===== config.mk =====
export PLATFORM = sky130hd
export DESIGN_NAME = omfra_top
export DESIGN_NICKNAME = d
export VERILOG_FILES = /design/src/common/omfra_pkg.sv /design/src/rtl/omfra_halfdly.sv /design/src/rtl/omfra_rowtimer.sv /design/src/rtl/omfra_top.sv
export SDC_FILE = /design/constraint.sdc
export NUM_CORES = 1
export LEC_CHECK = 0
export BUFFER_PORTS_ARGS = -buffer_cell sky130_fd_sc_hd__buf_2
export CORE_ASPECT_RATIO = 1.5
export CORE_MARGIN = 8
export CORE_UTILIZATION = 40
export DETAILED_ROUTE_END_ITERATION = 8
export SETUP_SLACK_MARGIN = 0.4
export SYNTH_ARGS = -nofsm -noshare
export SYNTH_HDL_FRONTEND = slang
export SYNTH_SLANG_ARGS = --single-unit

===== constraint.sdc =====
create_clock -name i_mclk -period 2.8 [get_ports i_mclk]
set_input_delay 0.14 -clock i_mclk [delete_from_list [all_inputs] [get_ports i_mclk]]
set_output_delay 0.14 -clock i_mclk [all_outputs]
set_load 0.01 [all_outputs]

===== src/common/omfra_pkg.sv =====
// omfra_pkg: register map, field positions, reset values and carriers for the
// osd mesh/fade/row-attribute timing block.
// assumes a single 50 MHz clock; dot clock arrives as a one-cycle enable.
package omfra_pkg;

  // ------------------------------------------------------------------
  // register word indices (byte address is the index times four)
  // ------------------------------------------------------------------
  localparam logic [5:0] OMFRA_IDX_FADE_ROW  = 6'h05;
  localparam logic [5:0] OMFRA_IDX_FADE_LINE = 6'h06;
  localparam logic [5:0] OMFRA_IDX_MESH      = 6'h07;
  localparam logic [5:0] OMFRA_IDX_ROW_COLOUR_ATTRIBUTES  = 6'h08;
  localparam logic [5:0] OMFRA_IDX_TIMING    = 6'h09;
  localparam logic [5:0] OMFRA_IDX_ROW_SPACE = 6'h0a;
  localparam logic [5:0] OMFRA_IDX_IRQ_OPT   = 6'h0b;
  localparam logic [5:0] OMFRA_IDX_STATUS    = 6'h0c;

  // ------------------------------------------------------------------
  // reset values
  // ------------------------------------------------------------------
  localparam logic [7:0] OMFRA_RST_FADE_ROW  = 8'h00f0;
  localparam logic [7:0] OMFRA_RST_FADE_LINE = 8'h00e0;
  localparam logic [7:0] OMFRA_RST_MESH      = 8'h0000;
  localparam logic [7:0] OMFRA_RST_ROW_COLOUR_ATTRIBUTES  = 8'h0000;
  localparam logic [7:0] OMFRA_RST_TIMING    = 8'h0000;
  localparam logic [7:0] OMFRA_RST_ROW_SPACE = 8'h0000;
  localparam logic [7:0] OMFRA_RST_IRQ_OPT   = 8'h0080;
  localparam logic [7:0] OMFRA_FADE_ROW_ONES = 8'h00f0;
  localparam logic [7:0] OMFRA_FADE_LN_ONES  = 8'h00e0;
  localparam logic [7:0] OMFRA_IRQ_OPT_ONES  = 8'h0080;

  // ------------------------------------------------------------------
  // field positions
  // ------------------------------------------------------------------
  localparam int OMFRA_MC_HT_DLY   = 7;
  localparam int OMFRA_MC_COL_HI   = 6;
  localparam int OMFRA_MC_COL_LO   = 4;
  localparam int OMFRA_MC_PIN_HT   = 3;
  localparam int OMFRA_MC_FIELD    = 2;
  localparam int OMFRA_MC_SW_FIELD = 1;
  localparam int OMFRA_MC_EN       = 0;
  localparam int OMFRA_TM_BLK_HI   = 7;
  localparam int OMFRA_TM_BLK_LO   = 4;
  localparam int OMFRA_TM_FG_HT    = 3;
  localparam int OMFRA_TM_MESH_ROW = 0;
  localparam int OMFRA_RS_FADE_DIR = 6;
  localparam int OMFRA_RS_HT_HI    = 5;
  localparam int OMFRA_RS_HT_LO    = 4;
  localparam int OMFRA_IO_PENDING  = 6;
  localparam int OMFRA_RA_FG_OFF   = 7;
  localparam int OMFRA_RA_BG_ON    = 3;

  // ------------------------------------------------------------------
  // geometry and pixel map addressing
  // ------------------------------------------------------------------
  localparam logic [5:0] OMFRA_LINES_ROW   = 6'h12;   // 18 scan lines
  localparam logic [5:0] OMFRA_LINES_DBL   = 6'h24;   // 36 scan lines
  localparam logic [4:0] OMFRA_CELL_COLS   = 5'h0e;   // 14 pixels wide
  localparam logic [6:0] OMFRA_CHAR_STRIDE = 7'h40;   // gap after 0023h
  localparam int         OMFRA_CHAR_COUNT  = 512;
  localparam int         OMFRA_DLY_TAPS    = 16;

  // timing of the bus answer: one wait cycle on every access
  localparam int OMFRA_BUS_WAIT = 1;

  // pixel inputs from the character generator
  typedef struct packed {
    logic       active;      // inside the osd area
    logic       fg_bit;      // pixel map bit, 1 = foreground
    logic [8:0] colour_idx;  // 000h selects row attribute colour
    logic [2:0] char_rgb;    // colour from the character's own index
  } omfra_pix_t;

  // video outputs
  typedef struct packed {
    logic [2:0] rgb;
    logic       blank;
    logic       halftone;
  } omfra_vid_t;

endpackage


===== src/rtl/omfra_halfdly.sv =====
// omfra_halfdly: delays a level by a programmable number of half dot periods.
// assumes i_half is a one-cycle enable at twice the dot rate.
`timescale 1ns/100ps
module omfra_halfdly
  import omfra_pkg::*;
(
  input  wire logic       i_mclk,
  input  wire logic       i_resetn,
  input  wire logic       i_half,
  input  wire logic [3:0] i_code,
  input  wire logic       i_sig,
  output logic            o_sig
);

  logic [OMFRA_DLY_TAPS-1:0] tap_reg;
  wire  [OMFRA_DLY_TAPS-1:0] tap_next = {tap_reg[OMFRA_DLY_TAPS-2:0], i_sig};
  wire                       sel_sig  = (i_code == 4'h0) ? i_sig : tap_reg[i_code - 4'h1];

  // -----------------------------------------------------------------
  // shift line: one tap per half dot period
  // -----------------------------------------------------------------
  always_ff @(posedge i_mclk)
  begin
    if (!i_resetn)
    begin
      tap_reg <= '0;
      o_sig   <= 1'b0;
    end
    else
    begin
      if (i_half)
        tap_reg <= tap_next;
      o_sig <= sel_sig;   // code zero still sees the one output flop
    end
  end

endmodule


===== src/rtl/omfra_rowtimer.sv =====
// omfra_rowtimer: counts scan lines into text rows from sync edges and
// derives the hardware field from the phase of vsync against hsync.
// assumes syncs are synchronous levels, active high, with vsync rising
// never on the same cycle as hsync.
`timescale 1ns/100ps
module omfra_rowtimer
  import omfra_pkg::*;
(
  input  wire logic       i_mclk,
  input  wire logic       i_resetn,
  input  wire logic       i_hsync,
  input  wire logic       i_vsync,
  input  wire logic       i_double,
  output logic            o_row_start,
  output logic            o_field_start,
  output logic [3:0]      o_row,
  output logic [5:0]      o_line,
  output logic            o_odd_field
);

  logic       hs_d_reg;
  logic       vs_d_reg;
  logic [11:0] hpos_reg;      // clocks since the last hsync rise
  logic [11:0] hlen_reg;      // length of the last full line
  wire        hs_rise = i_hsync & ~hs_d_reg;
  wire        vs_rise = i_vsync & ~vs_d_reg;
  wire  [5:0] span    = i_double ? OMFRA_LINES_DBL : OMFRA_LINES_ROW;
  wire        row_end = (o_line == span - 6'h01);

  // -----------------------------------------------------------------
  // edge detection and line/row counting
  // -----------------------------------------------------------------
  always_ff @(posedge i_mclk)
  begin
    if (!i_resetn)
    begin
      hs_d_reg      <= 1'b0;
      vs_d_reg      <= 1'b0;
      hpos_reg      <= 12'h000;
      hlen_reg      <= 12'h000;
      o_row_start   <= 1'b0;
      o_field_start <= 1'b0;
      o_row         <= 4'h0;
      o_line        <= 6'h00;
      o_odd_field   <= 1'b0;
    end
    else
    begin
      hs_d_reg      <= i_hsync;
      vs_d_reg      <= i_vsync;
      o_field_start <= vs_rise;
      o_row_start   <= 1'b0;
      // line length is measured, so the field test needs no fixed timing
      hpos_reg      <= hs_rise ? 12'h000 : hpos_reg + 12'h001;
      if (hs_rise)
        hlen_reg <= hpos_reg;
      if (vs_rise)
      begin
        // vsync landing mid-line marks the odd field
        o_odd_field <= ({hpos_reg[10:0], 1'b0} >= hlen_reg);
        o_row       <= 4'h0;
        o_line      <= 6'h00;
      end
      else if (hs_rise)
      begin
        o_row_start  <= (o_line == 6'h00);
        if (row_end)
        begin
          o_line <= 6'h00;
          o_row  <= o_row + 4'h1;
        end
        else
          o_line <= o_line + 6'h01;
      end
    end
  end

endmodule


===== src/rtl/omfra_top.sv =====
// omfra_top: osd effects for a tv controller: blanking and halftone delay,
// mesh window, fade, row colour attributes, pixel map address and sync
// interrupts; registers over avalon-mm with waitrequest.
// assumes i_dot2_en pulses once per half dot period and sync inputs are
// synchronous to i_mclk.
//
// Function
// - blanking delayed by upper-nibble code
// - each code step adds half dot
// - bit 3 extends halftone to foreground
// - mesh row bit gates next row
// - mesh enable bit zero disables mesh
// - mesh colour bits six to four
// - bit 3 routes halftone to pin
// - bit 2: field and polarity select
// - bit 1: software or hardware field
// - halftone delayed in half dot steps
// - fade boundary row and direction
// - fade begins at programmed scan line
// - map bit one foreground, zero background
// - character maps spaced at 40h
// - 512 maps of 14x18 cells
// - index 000h uses row attribute colour
// - row foreground shown when bit 7 low
// - row background shown when bit 3 high
// - row and field interrupts on sync edges
// - rows 18 lines, doubled 36
// - option bit holds other interrupt pending
//
// Design decision made here: the Avalon-MM slave port.
`timescale 1ns/100ps
module omfra_top
  import omfra_pkg::*;
(
  input  wire logic        i_mclk,
  input  wire logic        i_resetn,
  input  wire logic [5:0]  i_avs_address,
  input  wire logic        i_avs_read,
  input  wire logic        i_avs_write,
  input  wire logic [31:0] i_avs_writedata,
  input  wire logic [3:0]  i_avs_byteenable,
  output logic [31:0]      o_avs_readdata,
  output logic             o_avs_waitrequest,
  input  wire logic        i_dot2_en,
  input  wire logic        i_hsync,
  input  wire logic        i_vsync,
  input  wire logic        i_blank,
  input  wire logic        i_double_row,
  input  wire omfra_pix_t  i_pix,
  input  wire logic [8:0]  i_char_code,
  input  wire logic [4:0]  i_pix_col,
  input  wire logic        i_irq_done,
  output omfra_vid_t       o_vid,
  output logic             o_halftone_out_pin,
  output logic [15:0]      o_map_addr,
  output logic             o_row_irq,
  output logic             o_field_irq
);

  // -----------------------------------------------------------------
  // register storage
  // -----------------------------------------------------------------
  logic [7:0] fade_boundary_row_reg;
  logic [7:0] fade_start_line_reg;
  logic [7:0] mesh_control_reg;
  logic [7:0] row_colour_attributes_reg;
  logic [7:0] osd_timing_reg;
  logic [7:0] row_space_reg;
  logic [7:0] irq_option_reg;
  logic       ack_reg;
  logic       row_mesh_reg;

  // -----------------------------------------------------------------
  // row timing
  // -----------------------------------------------------------------
  logic       row_start;
  logic       field_start;
  logic [3:0] cur_row;
  logic [5:0] cur_line;
  logic       hw_odd;

  omfra_rowtimer u_rowtimer
  (
    .i_mclk        (i_mclk),
    .i_resetn      (i_resetn),
    .i_hsync       (i_hsync),
    .i_vsync       (i_vsync),
    .i_double      (i_double_row),
    .o_row_start   (row_start),
    .o_field_start (field_start),
    .o_row         (cur_row),
    .o_line        (cur_line),
    .o_odd_field   (hw_odd)
  );

  // -----------------------------------------------------------------
  // bus decode: one wait cycle, then the answer
  // -----------------------------------------------------------------
  wire       bus_req   = i_avs_read | i_avs_write;
  wire       bus_done  = bus_req & ack_reg;
  wire       wr_lane0  = i_avs_write & ack_reg & i_avs_byteenable[0];
  wire [5:0] word_idx  = {2'b00, i_avs_address[5:2]};
  wire       sel_frow  = (word_idx == OMFRA_IDX_FADE_ROW);
  wire       sel_fline = (word_idx == OMFRA_IDX_FADE_LINE);
  wire       sel_mesh  = (word_idx == OMFRA_IDX_MESH);
  wire       sel_attr  = (word_idx == OMFRA_IDX_ROW_COLOUR_ATTRIBUTES);
  wire       sel_tim   = (word_idx == OMFRA_IDX_TIMING);
  wire       sel_rsp   = (word_idx == OMFRA_IDX_ROW_SPACE);
  wire       sel_iopt  = (word_idx == OMFRA_IDX_IRQ_OPT);
  wire       sel_stat  = (word_idx == OMFRA_IDX_STATUS);
  wire [7:0] wbyte     = i_avs_writedata[7:0];

  assign o_avs_waitrequest = bus_req & ~ack_reg;

  // read mux; unmapped words read zero, reserved high bits read one
  wire [7:0] rd_byte =
      sel_frow  ? (fade_boundary_row_reg | OMFRA_FADE_ROW_ONES) :
      sel_fline ? (fade_start_line_reg | OMFRA_FADE_LN_ONES) :
      sel_mesh  ? mesh_control_reg :
      sel_attr  ? row_colour_attributes_reg :
      sel_tim   ? osd_timing_reg :
      sel_rsp   ? row_space_reg :
      sel_iopt  ? (irq_option_reg | OMFRA_IRQ_OPT_ONES) :
      sel_stat  ? {o_row_irq, o_field_irq, hw_odd, 1'b0, cur_row} :
      8'h00;

  // -----------------------------------------------------------------
  // bus handshake and register writes
  // -----------------------------------------------------------------
  always_ff @(posedge i_mclk)
  begin
    if (!i_resetn)
    begin
      ack_reg                   <= 1'b0;
      o_avs_readdata            <= 32'h0000_0000;
      fade_boundary_row_reg     <= OMFRA_RST_FADE_ROW;
      fade_start_line_reg       <= OMFRA_RST_FADE_LINE;
      mesh_control_reg          <= OMFRA_RST_MESH;
      row_colour_attributes_reg <= OMFRA_RST_ROW_COLOUR_ATTRIBUTES;
      osd_timing_reg            <= OMFRA_RST_TIMING;
      row_space_reg             <= OMFRA_RST_ROW_SPACE;
      irq_option_reg            <= OMFRA_RST_IRQ_OPT;
    end
    else
    begin
      ack_reg <= bus_req & ~ack_reg;
      if (i_avs_read & ~ack_reg)
        o_avs_readdata <= {24'h00_0000, rd_byte};
      if (wr_lane0 & sel_frow)
        fade_boundary_row_reg <= wbyte | OMFRA_FADE_ROW_ONES;
      if (wr_lane0 & sel_fline)
        fade_start_line_reg <= wbyte | OMFRA_FADE_LN_ONES;
      if (wr_lane0 & sel_mesh)
        mesh_control_reg <= wbyte;
      if (wr_lane0 & sel_attr)
        row_colour_attributes_reg <= wbyte;
      if (wr_lane0 & sel_tim)
        osd_timing_reg <= wbyte;
      if (wr_lane0 & sel_rsp)
        row_space_reg <= wbyte;
      if (wr_lane0 & sel_iopt)
        irq_option_reg <= wbyte | OMFRA_IRQ_OPT_ONES;
    end
  end

  // -----------------------------------------------------------------
  // interrupts: a second event waits while one is served if enabled
  // -----------------------------------------------------------------
  logic row_pend_reg;
  logic fld_pend_reg;
  wire  pend_en  = irq_option_reg[OMFRA_IO_PENDING];
  wire  busy     = o_row_irq | o_field_irq;
  wire  row_take = (row_start | row_pend_reg) & ~busy & ~field_start;
  wire  fld_take = (field_start | fld_pend_reg) & ~busy;

  always_ff @(posedge i_mclk)
  begin
    if (!i_resetn)
    begin
      o_row_irq    <= 1'b0;
      o_field_irq  <= 1'b0;
      row_pend_reg <= 1'b0;
      fld_pend_reg <= 1'b0;
    end
    else
    begin
      // the clear from software wins; an event in that cycle is held off by busy and kept only if pending is on
      o_row_irq   <= row_take | (o_row_irq & ~i_irq_done);
      o_field_irq <= fld_take | (o_field_irq & ~i_irq_done);
      row_pend_reg <= pend_en & ~row_take &
                      (row_pend_reg | (row_start & (busy | field_start)));
      fld_pend_reg <= pend_en & ~fld_take & (fld_pend_reg | (field_start & busy));
    end
  end

  // -----------------------------------------------------------------
  // mesh window: row bit sampled at each row start
  // -----------------------------------------------------------------
  always_ff @(posedge i_mclk)
  begin
    if (!i_resetn)
      row_mesh_reg <= 1'b0;
    else if (row_start)
      row_mesh_reg <= osd_timing_reg[OMFRA_TM_MESH_ROW];
  end

  wire       mesh_on   = mesh_control_reg[OMFRA_MC_EN] & row_mesh_reg;
  wire       sw_field  = mesh_control_reg[OMFRA_MC_FIELD];
  wire       field_sel = mesh_control_reg[OMFRA_MC_SW_FIELD] ? sw_field : hw_odd;
  // mesh on lines of the selected field parity
  wire       mesh_line = mesh_on & (cur_line[0] == field_sel);
  wire [2:0] mesh_bgr  = mesh_control_reg[OMFRA_MC_COL_HI:OMFRA_MC_COL_LO];
  wire [2:0] mesh_rgb  = {mesh_bgr[0], mesh_bgr[1], mesh_bgr[2]};
  wire       pin_mode  = mesh_control_reg[OMFRA_MC_PIN_HT];

  // -----------------------------------------------------------------
  // fade: rows past the boundary line vanish in the chosen direction
  // -----------------------------------------------------------------
  wire [3:0] f_row   = fade_boundary_row_reg[3:0];
  wire [4:0] f_line  = fade_start_line_reg[4:0];
  wire       below   = (cur_row > f_row) ||
                       ((cur_row == f_row) && (cur_line >= {1'b0, f_line}));
  wire       faded   = row_space_reg[OMFRA_RS_FADE_DIR] ? ~below : below;

  // -----------------------------------------------------------------
  // pixel colour
  // -----------------------------------------------------------------
  wire       use_row = (i_pix.colour_idx == 9'h000);
  wire       fg_ok   = ~row_colour_attributes_reg[OMFRA_RA_FG_OFF];
  wire       bg_ok   = row_colour_attributes_reg[OMFRA_RA_BG_ON];
  wire [2:0] fg_rgb  = use_row ? (fg_ok ? row_colour_attributes_reg[6:4] : 3'h0)
                               : i_pix.char_rgb;
  wire [2:0] bg_rgb  = use_row & bg_ok ? row_colour_attributes_reg[2:0] : 3'h0;
  wire [2:0] base    = i_pix.fg_bit ? fg_rgb : bg_rgb;
  wire       ht_pix  = ~i_pix.fg_bit | osd_timing_reg[OMFRA_TM_FG_HT];
  wire       mesh_px = i_pix.active & mesh_line & ht_pix & ~faded;
  wire [2:0] rgb_nx  = (~i_pix.active | faded) ? 3'h0 :
                       (mesh_px & ~pin_mode) ? mesh_rgb : base;
  // negative polarity in pin mode follows bit 2
  wire       ht_raw  = pin_mode & (mesh_px ^ sw_field);

  // -----------------------------------------------------------------
  // output delays in half dot steps
  // -----------------------------------------------------------------
  wire [3:0] blk_code = osd_timing_reg[OMFRA_TM_BLK_HI:OMFRA_TM_BLK_LO];
  wire [3:0] ht_code  = {1'b0, row_space_reg[OMFRA_RS_HT_HI:OMFRA_RS_HT_LO],
                         mesh_control_reg[OMFRA_MC_HT_DLY]};
  logic blank_dly;
  logic ht_dly;

  omfra_halfdly u_blank_dly
  (
    .i_mclk   (i_mclk),
    .i_resetn (i_resetn),
    .i_half   (i_dot2_en),
    .i_code   (blk_code),
    .i_sig    (i_blank),
    .o_sig    (blank_dly)
  );

  omfra_halfdly u_ht_dly
  (
    .i_mclk   (i_mclk),
    .i_resetn (i_resetn),
    .i_half   (i_dot2_en),
    .i_code   (ht_code),
    .i_sig    (ht_raw),
    .o_sig    (ht_dly)
  );

  // -----------------------------------------------------------------
  // pixel map address: 40h per character, 14 columns of a line
  // -----------------------------------------------------------------
  wire [15:0] map_nx = {1'b0, i_char_code, 6'h00} +
                       {10'h000, (i_pix_col < OMFRA_CELL_COLS) ? i_pix_col[4:3] : 2'h0,
                        4'h0} +
                       {11'h000, cur_line[4:0]};

  // -----------------------------------------------------------------
  // registered outputs
  // -----------------------------------------------------------------
  always_ff @(posedge i_mclk)
  begin
    if (!i_resetn)
    begin
      o_vid              <= '0;
      o_halftone_out_pin <= 1'b0;
      o_map_addr         <= 16'h0000;
    end
    else
    begin
      o_vid.rgb          <= rgb_nx;
      o_vid.blank        <= blank_dly;
      o_vid.halftone     <= ht_dly;
      o_halftone_out_pin <= ht_dly;
      o_map_addr         <= map_nx;
    end
  end

endmodule


==> results of run 1 <==
-- final cells by class --
cell class | instances | area, sq um | share of cell area
clock buffer | 23 | 478 | 0.0557
inverter | 36 | 135 | 0.0157
sequential | 156 | 3120 | 0.364
multi-input combinational | 594 | 3910 | 0.455
timing repair buffer | 102 | 608 | 0.0708
tap | 220 | 275 | 0.0321
clock inverter | 9 | 63.8 | 0.00743
-- through the flow --
| stage | worst slack (ns) | cells | area (sq um) |
|---|---|---|---|
| 6_report | 0.669 | 1140 | 8590 |
| 5_1_grt | 0.447 | 1140 | 8590 |
| 2_1_floorplan | 0.858 | 844 | 7490 |
| 3_3_place_gp | 0.480 | 1094 | 7900 |
| 4_1_cts | 0.446 | 1140 | 8580 |
| 3_5_place_dp | 0.460 | 1094 | 7900 |
-- power by group through the flow --
stage	sequential [mW]	combinational [mW]	clock [mW]
detailed placement	2.33	0.344	0
finish	2.28	0.357	2.10
CTS	2.28	0.360	2.16
global placement	2.33	0.342	0
floorplan	2.33	0.226	0
global route	2.28	0.396	2.26
-- per-layer routing --
metal  track usage  wire (um)  up-vias
met1         0.176       7460     2701
li1              -          -     2936
met5             0         12        -
met3        0.0415        897       25
met2         0.267       8920      119
met4        0.0717        418        2
-- cells by family (layout without fill, tap and decap cells) --
family / Yosys count / in the layout
AOI/OAI and AO/OA: 120 / 120
xor gates and xnor gates: 24 / 24
adders and majority gates: 30 / 30
buffers and inverters: 94 / 170
DFF: 156 / 156
muxes: 95 / 95
other: 1 / 26
and+or+nand+nor: 299 / 299
-- timing repair --
action	in CTS	in global routing
gates resized for setup	0	2
setup endpoints to repair	0	3
hold endpoints to repair	15	0
hold buffers	14	0
-- critical path, delay by kind of cell (launching register included) --
family,cells,cell delay (ns)
compound gates,1,0.06
fa+ha+maj,1,0.39
buf+inv,1,0.13
flops,1,0.56
mux,2,0.80
simple gates,1,0.08
-- placed cells by master (no fill, tap or decap), drive strengths merged, types with 3 or more instances in the layout --
master / Yosys / layout
dlygate4sd3: 0 / 14
a31oi: 4 / 4
dfxtp: 156 / 156
o221ai: 3 / 3
mux2i: 85 / 85
o21a: 6 / 6
and3: 6 / 6
conb: 1 / 26
nand3: 17 / 17
clkinv: 1 / 5
mux4: 8 / 8
nand3b: 4 / 4
xnor2: 12 / 12
nand2: 62 / 62
clkbuf: 20 / 23
a211oi: 5 / 5
a22oi: 3 / 3
a221oi: 4 / 4
or3: 5 / 5
inv: 35 / 37
nand4: 9 / 9
clkinvlp: 0 / 3
o21ai: 33 / 33
and2: 15 / 15
ha: 30 / 30
nor2: 135 / 135
nor3: 11 / 11
and2b: 3 / 3
a21oi: 47 / 47
xor2: 12 / 12
o211ai: 3 / 3
nand2b: 14 / 14
buf: 38 / 88
nor2b: 10 / 10
-- worst paths after layout --
kind | end | depth (start not counted) | start
setup / recovery | u_blank_dly.o_sig | 6 | osd_timing_reg[4]
hold / removal | ack_reg | 3 | i_avs_read
setup reg to reg | u_blank_dly.o_sig | 6 | osd_timing_reg[4]
hold reg to reg | o_vid[1] | 1 | u_blank_dly.o_sig
-- cell usage after synthesis, types with 3 or more instances --
cell	number
o221ai_1	3
nor2b_1	10
a21oi_1	47
nand4_1	9
o21a_1	6
nor2_1	129
nor3_1	10
nand3b_1	4
a22oi_1	3
and2_1	15
xnor2_1	12
nand2b_1	13
dfxtp_1	156
nor2_4	5
mux2i_1	85
buf_4	26
nand3_1	16
buf_2	9
ha_1	30
and2b_1	3
o21ai_0	29
o21ai_1	4
a211oi_1	5
inv_1	35
xor2_1	12
clkbuf_1	20
a221oi_1	4
a31oi_1	4
or3_1	5
mux4_2	7
o211ai_1	3
and3_1	6
nand2_1	62
==> results.tsv, run 1 <==
metric	value	unit
fillerInstances	1789	
p_leak	3.38	nW
track_usage	0.156	
ctsLongestPathBuffers	2	
yosysTopAreaCellShare	0.422	
seq_power_share	0.481	
ys_seq_elements	156	
grt_first_pass_wirelength	28.9	mm
drive_gt1_frac	0.153	
dr.first_iter.drc_count	280	
syn_area_per_cell	9.03	sq um
cpPeakStageDelay	0.56	ns
yosys.area_share.adder	0.0508	
gp_congestion	0.808	
routed_via_density	5.07	
switching_share	0.241	
netlist_instances	819	
cp_max_fo	8	
synthXorXnorAreaFrac	0.0284	
synth-compound-area-share	0.0983	
maxSlewHeadroom	0.380	
synth_area_leaders	dfxtp_1 42%, mux2i_1 12%, nor2_1 6.5%	
rsz0062_at_grt	no	
drt-total-wl	17.7	mm
crit_required	3.10	ns
fin_util	0.469	
crit_path_start_kind	flip-flop	
p_total	4.74	mW
cts-root-buf	clkbuf_16	
fin_nets	1017	
start_util	0.404	
synth_simple_gate_area_frac	0.193	
vdd_ir_drop_max	0.000260	V
grt_pass1_vias	5715	
critPathMostFrequentCell	mux4_2	
postRouteAntennaNets	0	
skew	0.00952	ns
grt_max_degree	55	
async_reset_ff_frac	0	
synth_enable_flop_cells	0	
yosysWarningCount	0	
clockPowerShare	0.444	
core	18300	sq um
path_class	reg2reg	
yosysTopAreaCell	dfxtp_1	
p_switching	1.14	mW
cap_viol_max_count	0	
rows	61	
ys.flop_type	dfxtp_1	
seq_area_frac_synth	0.422	
die_x	127	um
synthMuxAreaShare	0.144	
portBuffers	82	
finalCriticalPeriod	2.13	ns
hold_ws	0.0297	ns
synth_top_family_by_area	simple AND/OR/NAND/NOR gates	
cts_tree	built	
comb_power_share	0.075	
min_path_type	in2reg	
crit_chain	inv_1 > ha_1 > mux4_2 > mux4_2 > nand2_1 > a21oi_1	
r2r_setup_slack	0.67	ns
antenna_cells	0	
cts_buffers	17	
status	finished, final reports clean	
area_delta_synth_final	16.2	%
hold_viol_final	0	
ctsHtreeMaxLevel	4	
die_h	183	um
crit_path_end_kind	flip-flop	
finalSetupViolCount	0	
die_area	23200	sq um
fin_setup_tns	0	ns
clock.fmax	0.469	GHz
synth_cell_type_count	61	
intPower	3.59	mW
post_drt_wl_per_cell	15.5	um
first_pass_iters	5	
slowest_stage	dfxtp_1	
io_pins	137	
overflow	0	
clk_pin_slew_worst_paths	0.06	ns
min_period_over_period	0.761	
drv_slew	0	
postCtsSetupRepairBufs	0	
route.vias.total	5783	
dp_hpwl	12.9	mm
syn_area	7390	sq um
worstMarginPinSlew	0.930	ns
antenna_found_initial	1	
cts.sinks	156	
worstPathArrival	2.43	ns
drc	0	
p_per_area	551	nW/um^2
clock_latency	0.42	ns
Power figures use the tool's default switching activity.
==> run 2: changes to the inputs <==
Clock period 2.8 ns to 2.1 ns, I/O delays scaled along.
==> run 2 against run 1 <==
Effect of this change: register-to-register slack worse by 0.54 ns; routed wire length increased by 11%; die area unchanged; sequential cell count did not move; non-clock buffer count is 37 higher; utilization rose by 3.4 points; clock power grew 41%; final area is 7.3% higher; largest cell class unchanged; highest routed layer is now met4.
==> results.tsv, run 2 (synthesis results as in run 1) <==
metric	value	unit	change
status	finished, final reports clean		
fin_nets	1054		+3.6%
cp_max_fo	6		-2
worstMarginPinSlew	0.515	ns	-0.414 ns
fin_util	0.503		+0.0343
slowest_stage	mux2_4		
ctsLongestPathBuffers	2		unchanged
hold_viol_final	0		unchanged
die_h	183	um	unchanged
skew	0.00762	ns	-0.00190 ns
path_class	reg2reg		
post_drt_wl_per_cell	16.8	um	+7.8%
crit_path_start_kind	flip-flop		
die_area	23200	sq um	unchanged
hold_path_depth	3		unchanged
die_x	127	um	unchanged
rr_startpoint	fade_boundary_row_reg[3]		
min_period_over_period	0.937		+0.176
cap_viol_max_count	0		unchanged
clockPowerShare	0.453		+0.009
seq_power_share	0.464		-0.017
drive_gt1_frac	0.253		+0.0996
core	18300	sq um	unchanged
clk_pin_slew_worst_paths	0.06	ns	about the same
grt_max_degree	57		+3.6%
crit_chain	inv_2 > ha_4 > nand4_1 > or3_1 > a21oi_2 > a2bb2oi_4 > mux2_4 > nor2_2 > a211oi_2		
p_leak	3.65	nW	+7.9%
io_pins	137		unchanged
finalCriticalPeriod	1.97	ns	-0.163 ns
cpPeakStageDelay	0.37	ns	-0.19 ns
maxSlewHeadroom	0.656		+0.276
rows	61		unchanged
grt_first_pass_wirelength	31.5	mm	+9.0%
r2r_end	o_vid[4]		
seqCellArea	3160	sq um	+1.0%
track_usage	0.173		+0.0175
crit_required	2.41	ns	-0.69 ns
ctsHtreeMaxLevel	4		unchanged
cts_tree	built		
fin_setup_tns	0	ns	unchanged
layout_commonest_cell	dfxtp_1		
dp_hpwl	14.2	mm	+10%
finalSetupViolCount	0		unchanged
dr.first_iter.drc_count	339		+21%
routed_via_density	5.13		+1.2%
switching_share	0.246		+0.00530
cts_buffers	17		unchanged
final_cell_mix	136 x dfxtp_1, 126 x nor2_1, 84 x mux2i_1		
start_util	0.404		unchanged
drt-total-wl	19.7	mm	+11%
cts.sinks	156		unchanged
cts-root-buf	clkbuf_16		
grt_pass1_vias	6050		+5.9%
clock_latency	0.43	ns	about the same
area_delta_synth_final	24.7	%	
overflow	0		unchanged
worstPathArrival	2.27	ns	-0.16 ns
holdPathEnd	o_vid[2]		
comb_power_share	0.082		+0.007
p_per_area	709	nW/um^2	+29%
p_switching	1.61	mW	+41%
intPower	4.93	mW	+37%
crit_path_end_kind	flip-flop		
first_pass_iters	4		-1
reg2reg_depth	9		+3
min_path_type	in2reg		
route.vias.total	6045		+4.5%
postRouteAntennaNets	0		unchanged
multi_input_area	4160	sq um	+6.5%
gp_congestion	0.911		+13%
clock.fmax	0.508	GHz	+8.3%
hp-start	i_pix[13]		
r2r_setup_slack	0.13	ns	-0.54 ns
rsz0062_at_grt	yes		
drv_slew	0		unchanged
fillerInstances	1703		-4.8%
vdd_ir_drop_max	0.000531	V	+100%
antenna_found_initial	1		unchanged
portBuffers	82		unchanged
drc	0		unchanged
## run 2: cell types whose count changed in the layout (fill, tap and decap cells not counted), moves of 10 or more
| cell | before | now |
|---|---|---|
| dfxtp_2 | 0 | 17 |
| dfxtp_1 | 156 | 136 |
| inv_1 | 35 | 24 |
| inv_2 | 1 | 11 |
| buf_4 | 5 | 38 |
| ha_1 | 30 | 20 |
## run 2: power groups by stage
stage | logic, mW | registers, mW | clock network, mW
CTS | 0.524 | 3.03 | 3.04
global placement | 0.491 | 3.10 | 0
finish | 0.538 | 3.03 | 2.96
floorplan | 0.303 | 3.11 | 0
global route | 0.591 | 3.04 | 3.18
detailed placement | 0.493 | 3.10 | 0
## run 2: routing by layer
layer | track usage | vias up | part of all wire
met5 | 0 | - | 0
met4 | 0.117 | 0 | 0.057
met3 | 0.0467 | 64 | 0.053
met2 | 0.305 | 153 | 0.51
met1 | 0.175 | 2812 | 0.38
li1 | - | 3016 | -
## run 2: worst max-delay path, delay by kind of cell, from the launching register on
kind	cells	cell delay, ns
compound gates	3	0.32
mux	1	0.37
fa+ha+maj	1	0.25
buf+inv	1	0.04
flops	1	0.34
simple gates	3	0.52
## run 2: worst max-delay path by stage
stage / cells past startpoint / slack, ns / start / endpoint
after global routing: 9 / 0.06 / fade_boundary_row_reg[3] / o_vid[3]
after CTS: 8 / 0.15 / u_rowtimer.o_row[0] / o_vid[2]
after floorplan: 9 / 0.27 / u_rowtimer.o_row[0] / o_vid[3]
after detailed placement: 8 / 0.14 / fade_boundary_row_reg[2] / o_vid[2]
after global placement: 9 / 0.16 / fade_boundary_row_reg[2] / o_vid[3]
final: 9 / 0.13 / fade_boundary_row_reg[3] / o_vid[4]
## run 2: through the flow
stage | total power, mW | hold WS [ns] | worst slack (ns) | cells | cell area [sq um]
finish | 6.54 | 0.0175 | 0.131 | 1178 | 9220
global route | 6.81 | 0.0149 | 0.0639 | 1178 | 9220
CTS | 6.60 | 0.00570 | 0.155 | 1170 | 9000
detailed placement | 3.59 | 0.323 | 0.143 | 1115 | 8120
global placement | 3.59 | 0.321 | 0.164 | 1115 | 8120
floorplan | 3.41 | 0.227 | 0.266 | 844 | 7540
## run 2: area by class of cell
| class | count | share of cell area |
|---|---|---|
| Antenna cell | 1 | 0.000272 |
| Clock buffer | 20 | 0.0496 |
| Clock inverter | 12 | 0.0125 |
| Inverter | 36 | 0.0149 |
| Multi-Input combinational cell | 594 | 0.451 |
| Sequential cell | 156 | 0.342 |
| Tap cell | 220 | 0.0299 |
| Timing Repair Buffer | 139 | 0.0994 |
## run 2: repair_timing
item	CTS	global route
buffers inserted	7	7
gates resized for setup	29	34
hold endpoints to repair	17	0
hold buffers	16	0
setup endpoints to repair	8	17
cloned	0	0
pin swaps	9	17
==> run 3: changes to the inputs <==
Settings changed: SETUP_SLACK_MARGIN 0.4 to 0.1.
==> run 3 against run 2 <==
Effect of this change: die area unchanged; utilization decreased by 1.1 points; register-to-register slack about the same; final area decreased by 2.2%.
==> results.tsv, run 3 (synthesis results as in run 1) <==
metric	value	unit	change
status	finished, final reports clean		
die_h	183	um	unchanged
post_drt_wl_per_cell	15.9	um	-5.0%
seqCellArea	3130	sq um	-0.71%
fin_nets	1051		-0.28%
drive_gt1_frac	0.206		-0.0472
route.vias.total	5972		-1.2%
crit_path_end_kind	flip-flop		
hold_viol_final	0		unchanged
grt_max_degree	49		-14%
gp_congestion	0.885		-2.8%
hold_ws	0.0238	ns	+0.00624 ns
drc	0		unchanged
fin_cells	1173		-0.42%
dp_hpwl	13.7	mm	-3.7%
clock_latency	0.42	ns	about the same
p_leak	3.61	nW	-1.1%
first_pass_iters	5		+1
hold_path_depth	3		unchanged
ctsHtreeMaxLevel	4		unchanged
path_class	reg2reg		
overflow	0		unchanged
worstPathArrival	2.27	ns	about the same
drt-total-wl	18.7	mm	-5.4%
vdd_ir_drop_max	0.000384	V	-28%
final_cell_mix	148 x dfxtp_1, 128 x nor2_1, 85 x mux2i_1		
placed_cells	1125		+0.90%
cts_buffers	17		unchanged
rr_startpoint	fade_boundary_row_reg[2]		
cap_viol_max_count	0		unchanged
dr.first_iter.drc_count	278		-18%
rows	61		unchanged
die_x	127	um	unchanged
cp_max_fo	6		unchanged
area_delta_synth_final	22.0	%	
io_pins	137		unchanged
antenna_cells	0		-1
crit_required	2.41	ns	about the same
p_total	6.74	mW	+3.2%
multi_input_area	3980	sq um	-4.2%
rsz0062_at_grt	yes		
slowest_stage	dfxtp_2		
min_path_type	in2reg		
hp-start	i_avs_writedata[7]		
portBuffers	82		unchanged
cts_tree	built		
min_period_over_period	0.934		-0.00358
antenna_found_initial	1		unchanged
clock.fmax	0.510	GHz	+0.38%
postRouteAntennaNets	0		unchanged
layout_commonest_cell	dfxtp_1		
worstSetupStartpoint	fade_boundary_row_reg[2]		
clk_pin_slew_worst_paths	0.06	ns	about the same
skew	0.00674	ns	-0.000883 ns
fillerInstances	1753		+2.9%
grt_pass1_vias	6028		-0.36%
drv_slew	0		unchanged
fin_util	0.492		-0.0109
die_area	23200	sq um	unchanged
crit_path_start_kind	flip-flop		
routed_via_density	5.09		-0.79%
cpPeakStageDelay	0.35	ns	-0.02 ns
p_per_area	748	nW/um^2	+5.4%
track_usage	0.164		-0.00891
ctsLongestPathBuffers	2		unchanged
core	18300	sq um	unchanged
finalSetupViolCount	0		unchanged
cts.sinks	156		unchanged
grt_first_pass_wirelength	30.4	mm	-3.5%
finalCriticalPeriod	1.96	ns	-0.00752 ns
cts-root-buf	clkbuf_16		
start_util	0.404		unchanged
reg2reg_depth	9		unchanged
crit_chain	inv_2 > ha_4 > nand4_1 > or3_1 > a21oi_2 > a2bb2oi_4 > mux2_4 > nor2_1 > a211oi_2		
-- run 3: changes by cell type in the layout (fill, tap and decap cells not counted), moves of 5 or more --
| cell | previous run | this run |
|---|---|---|
| ha_1 | 20 | 25 |
| dfxtp_2 | 17 | 8 |
| dfxtp_1 | 136 | 148 |
| inv_2 | 11 | 5 |
| inv_1 | 24 | 31 |
| ha_4 | 9 | 4 |
-- run 3: worst paths after layout --
path	end	slack [ns]
worst max-delay path	o_vid[4]	0.14
worst min-delay path	row_space_reg[7]	0.02
worst min register to register	o_vid[1]	0.44
worst max register to register	o_vid[4]	0.14
-- run 3: critical path, delay by kind of cell, from the launching register on --
| kind | cells | cell delay (ns) |
|---|---|---|
| compound gates | 3 | 0.32 |
| flops | 1 | 0.35 |
| fa+ha+maj | 1 | 0.25 |
| simple gates | 3 | 0.53 |
| buf+inv | 1 | 0.05 |
| mux | 1 | 0.35 |
-- run 3: area by class of cell --
class | count | share of cell area
clock buffers | 19 | 0.0502
clock inverters | 12 | 0.0179
inverters | 36 | 0.0150
multi-input cells | 594 | 0.442
flip-flops and latches | 156 | 0.347
well taps | 220 | 0.0305
repair buffers | 136 | 0.0974
-- run 3: per-layer routing --
layer	up-vias	global-route usage	share of wire	wire length, um
li1	3008	-	-	-
met1	2790	0.179	0.41	7720
met2	130	0.286	0.50	9300
met3	42	0.0412	0.049	909
met4	2	0.0874	0.038	718
met5	-	0	0.00070	13
-- run 3: per-stage QoR --
stage / setup slack, ns / instance area [sq um] / setup TNS [ns]
after global routing: 0.0679 / 9020 / 0
after CTS: 0.101 / 8930 / 0
final: 0.139 / 9020 / 0
after detailed placement: -0.0420 / 8140 / -0.0783
after floorplan: 0.158 / 7490 / 0
after global placement: 0.0281 / 8140 / 0
-- run 3: repair_timing --
item	4_1_cts	5_1_grt
hold endpoints to repair	16	0
resized for setup	4	19
hold buffers	15	0
buffers inserted	0	2
endpoints found under the setup margin	5	6
pin swaps	1	2
-- run 3: where the power goes --
| group | internal (mW) | leakage (nW) | total (mW) | switching (mW) |
|---|---|---|---|---|
| clock | 1.94 | 0.292 | 3.20 | 1.26 |
| sequential | 3.01 | 1.27 | 3.03 | 0.0259 |
| combinational | 0.203 | 2.05 | 0.513 | 0.310 |
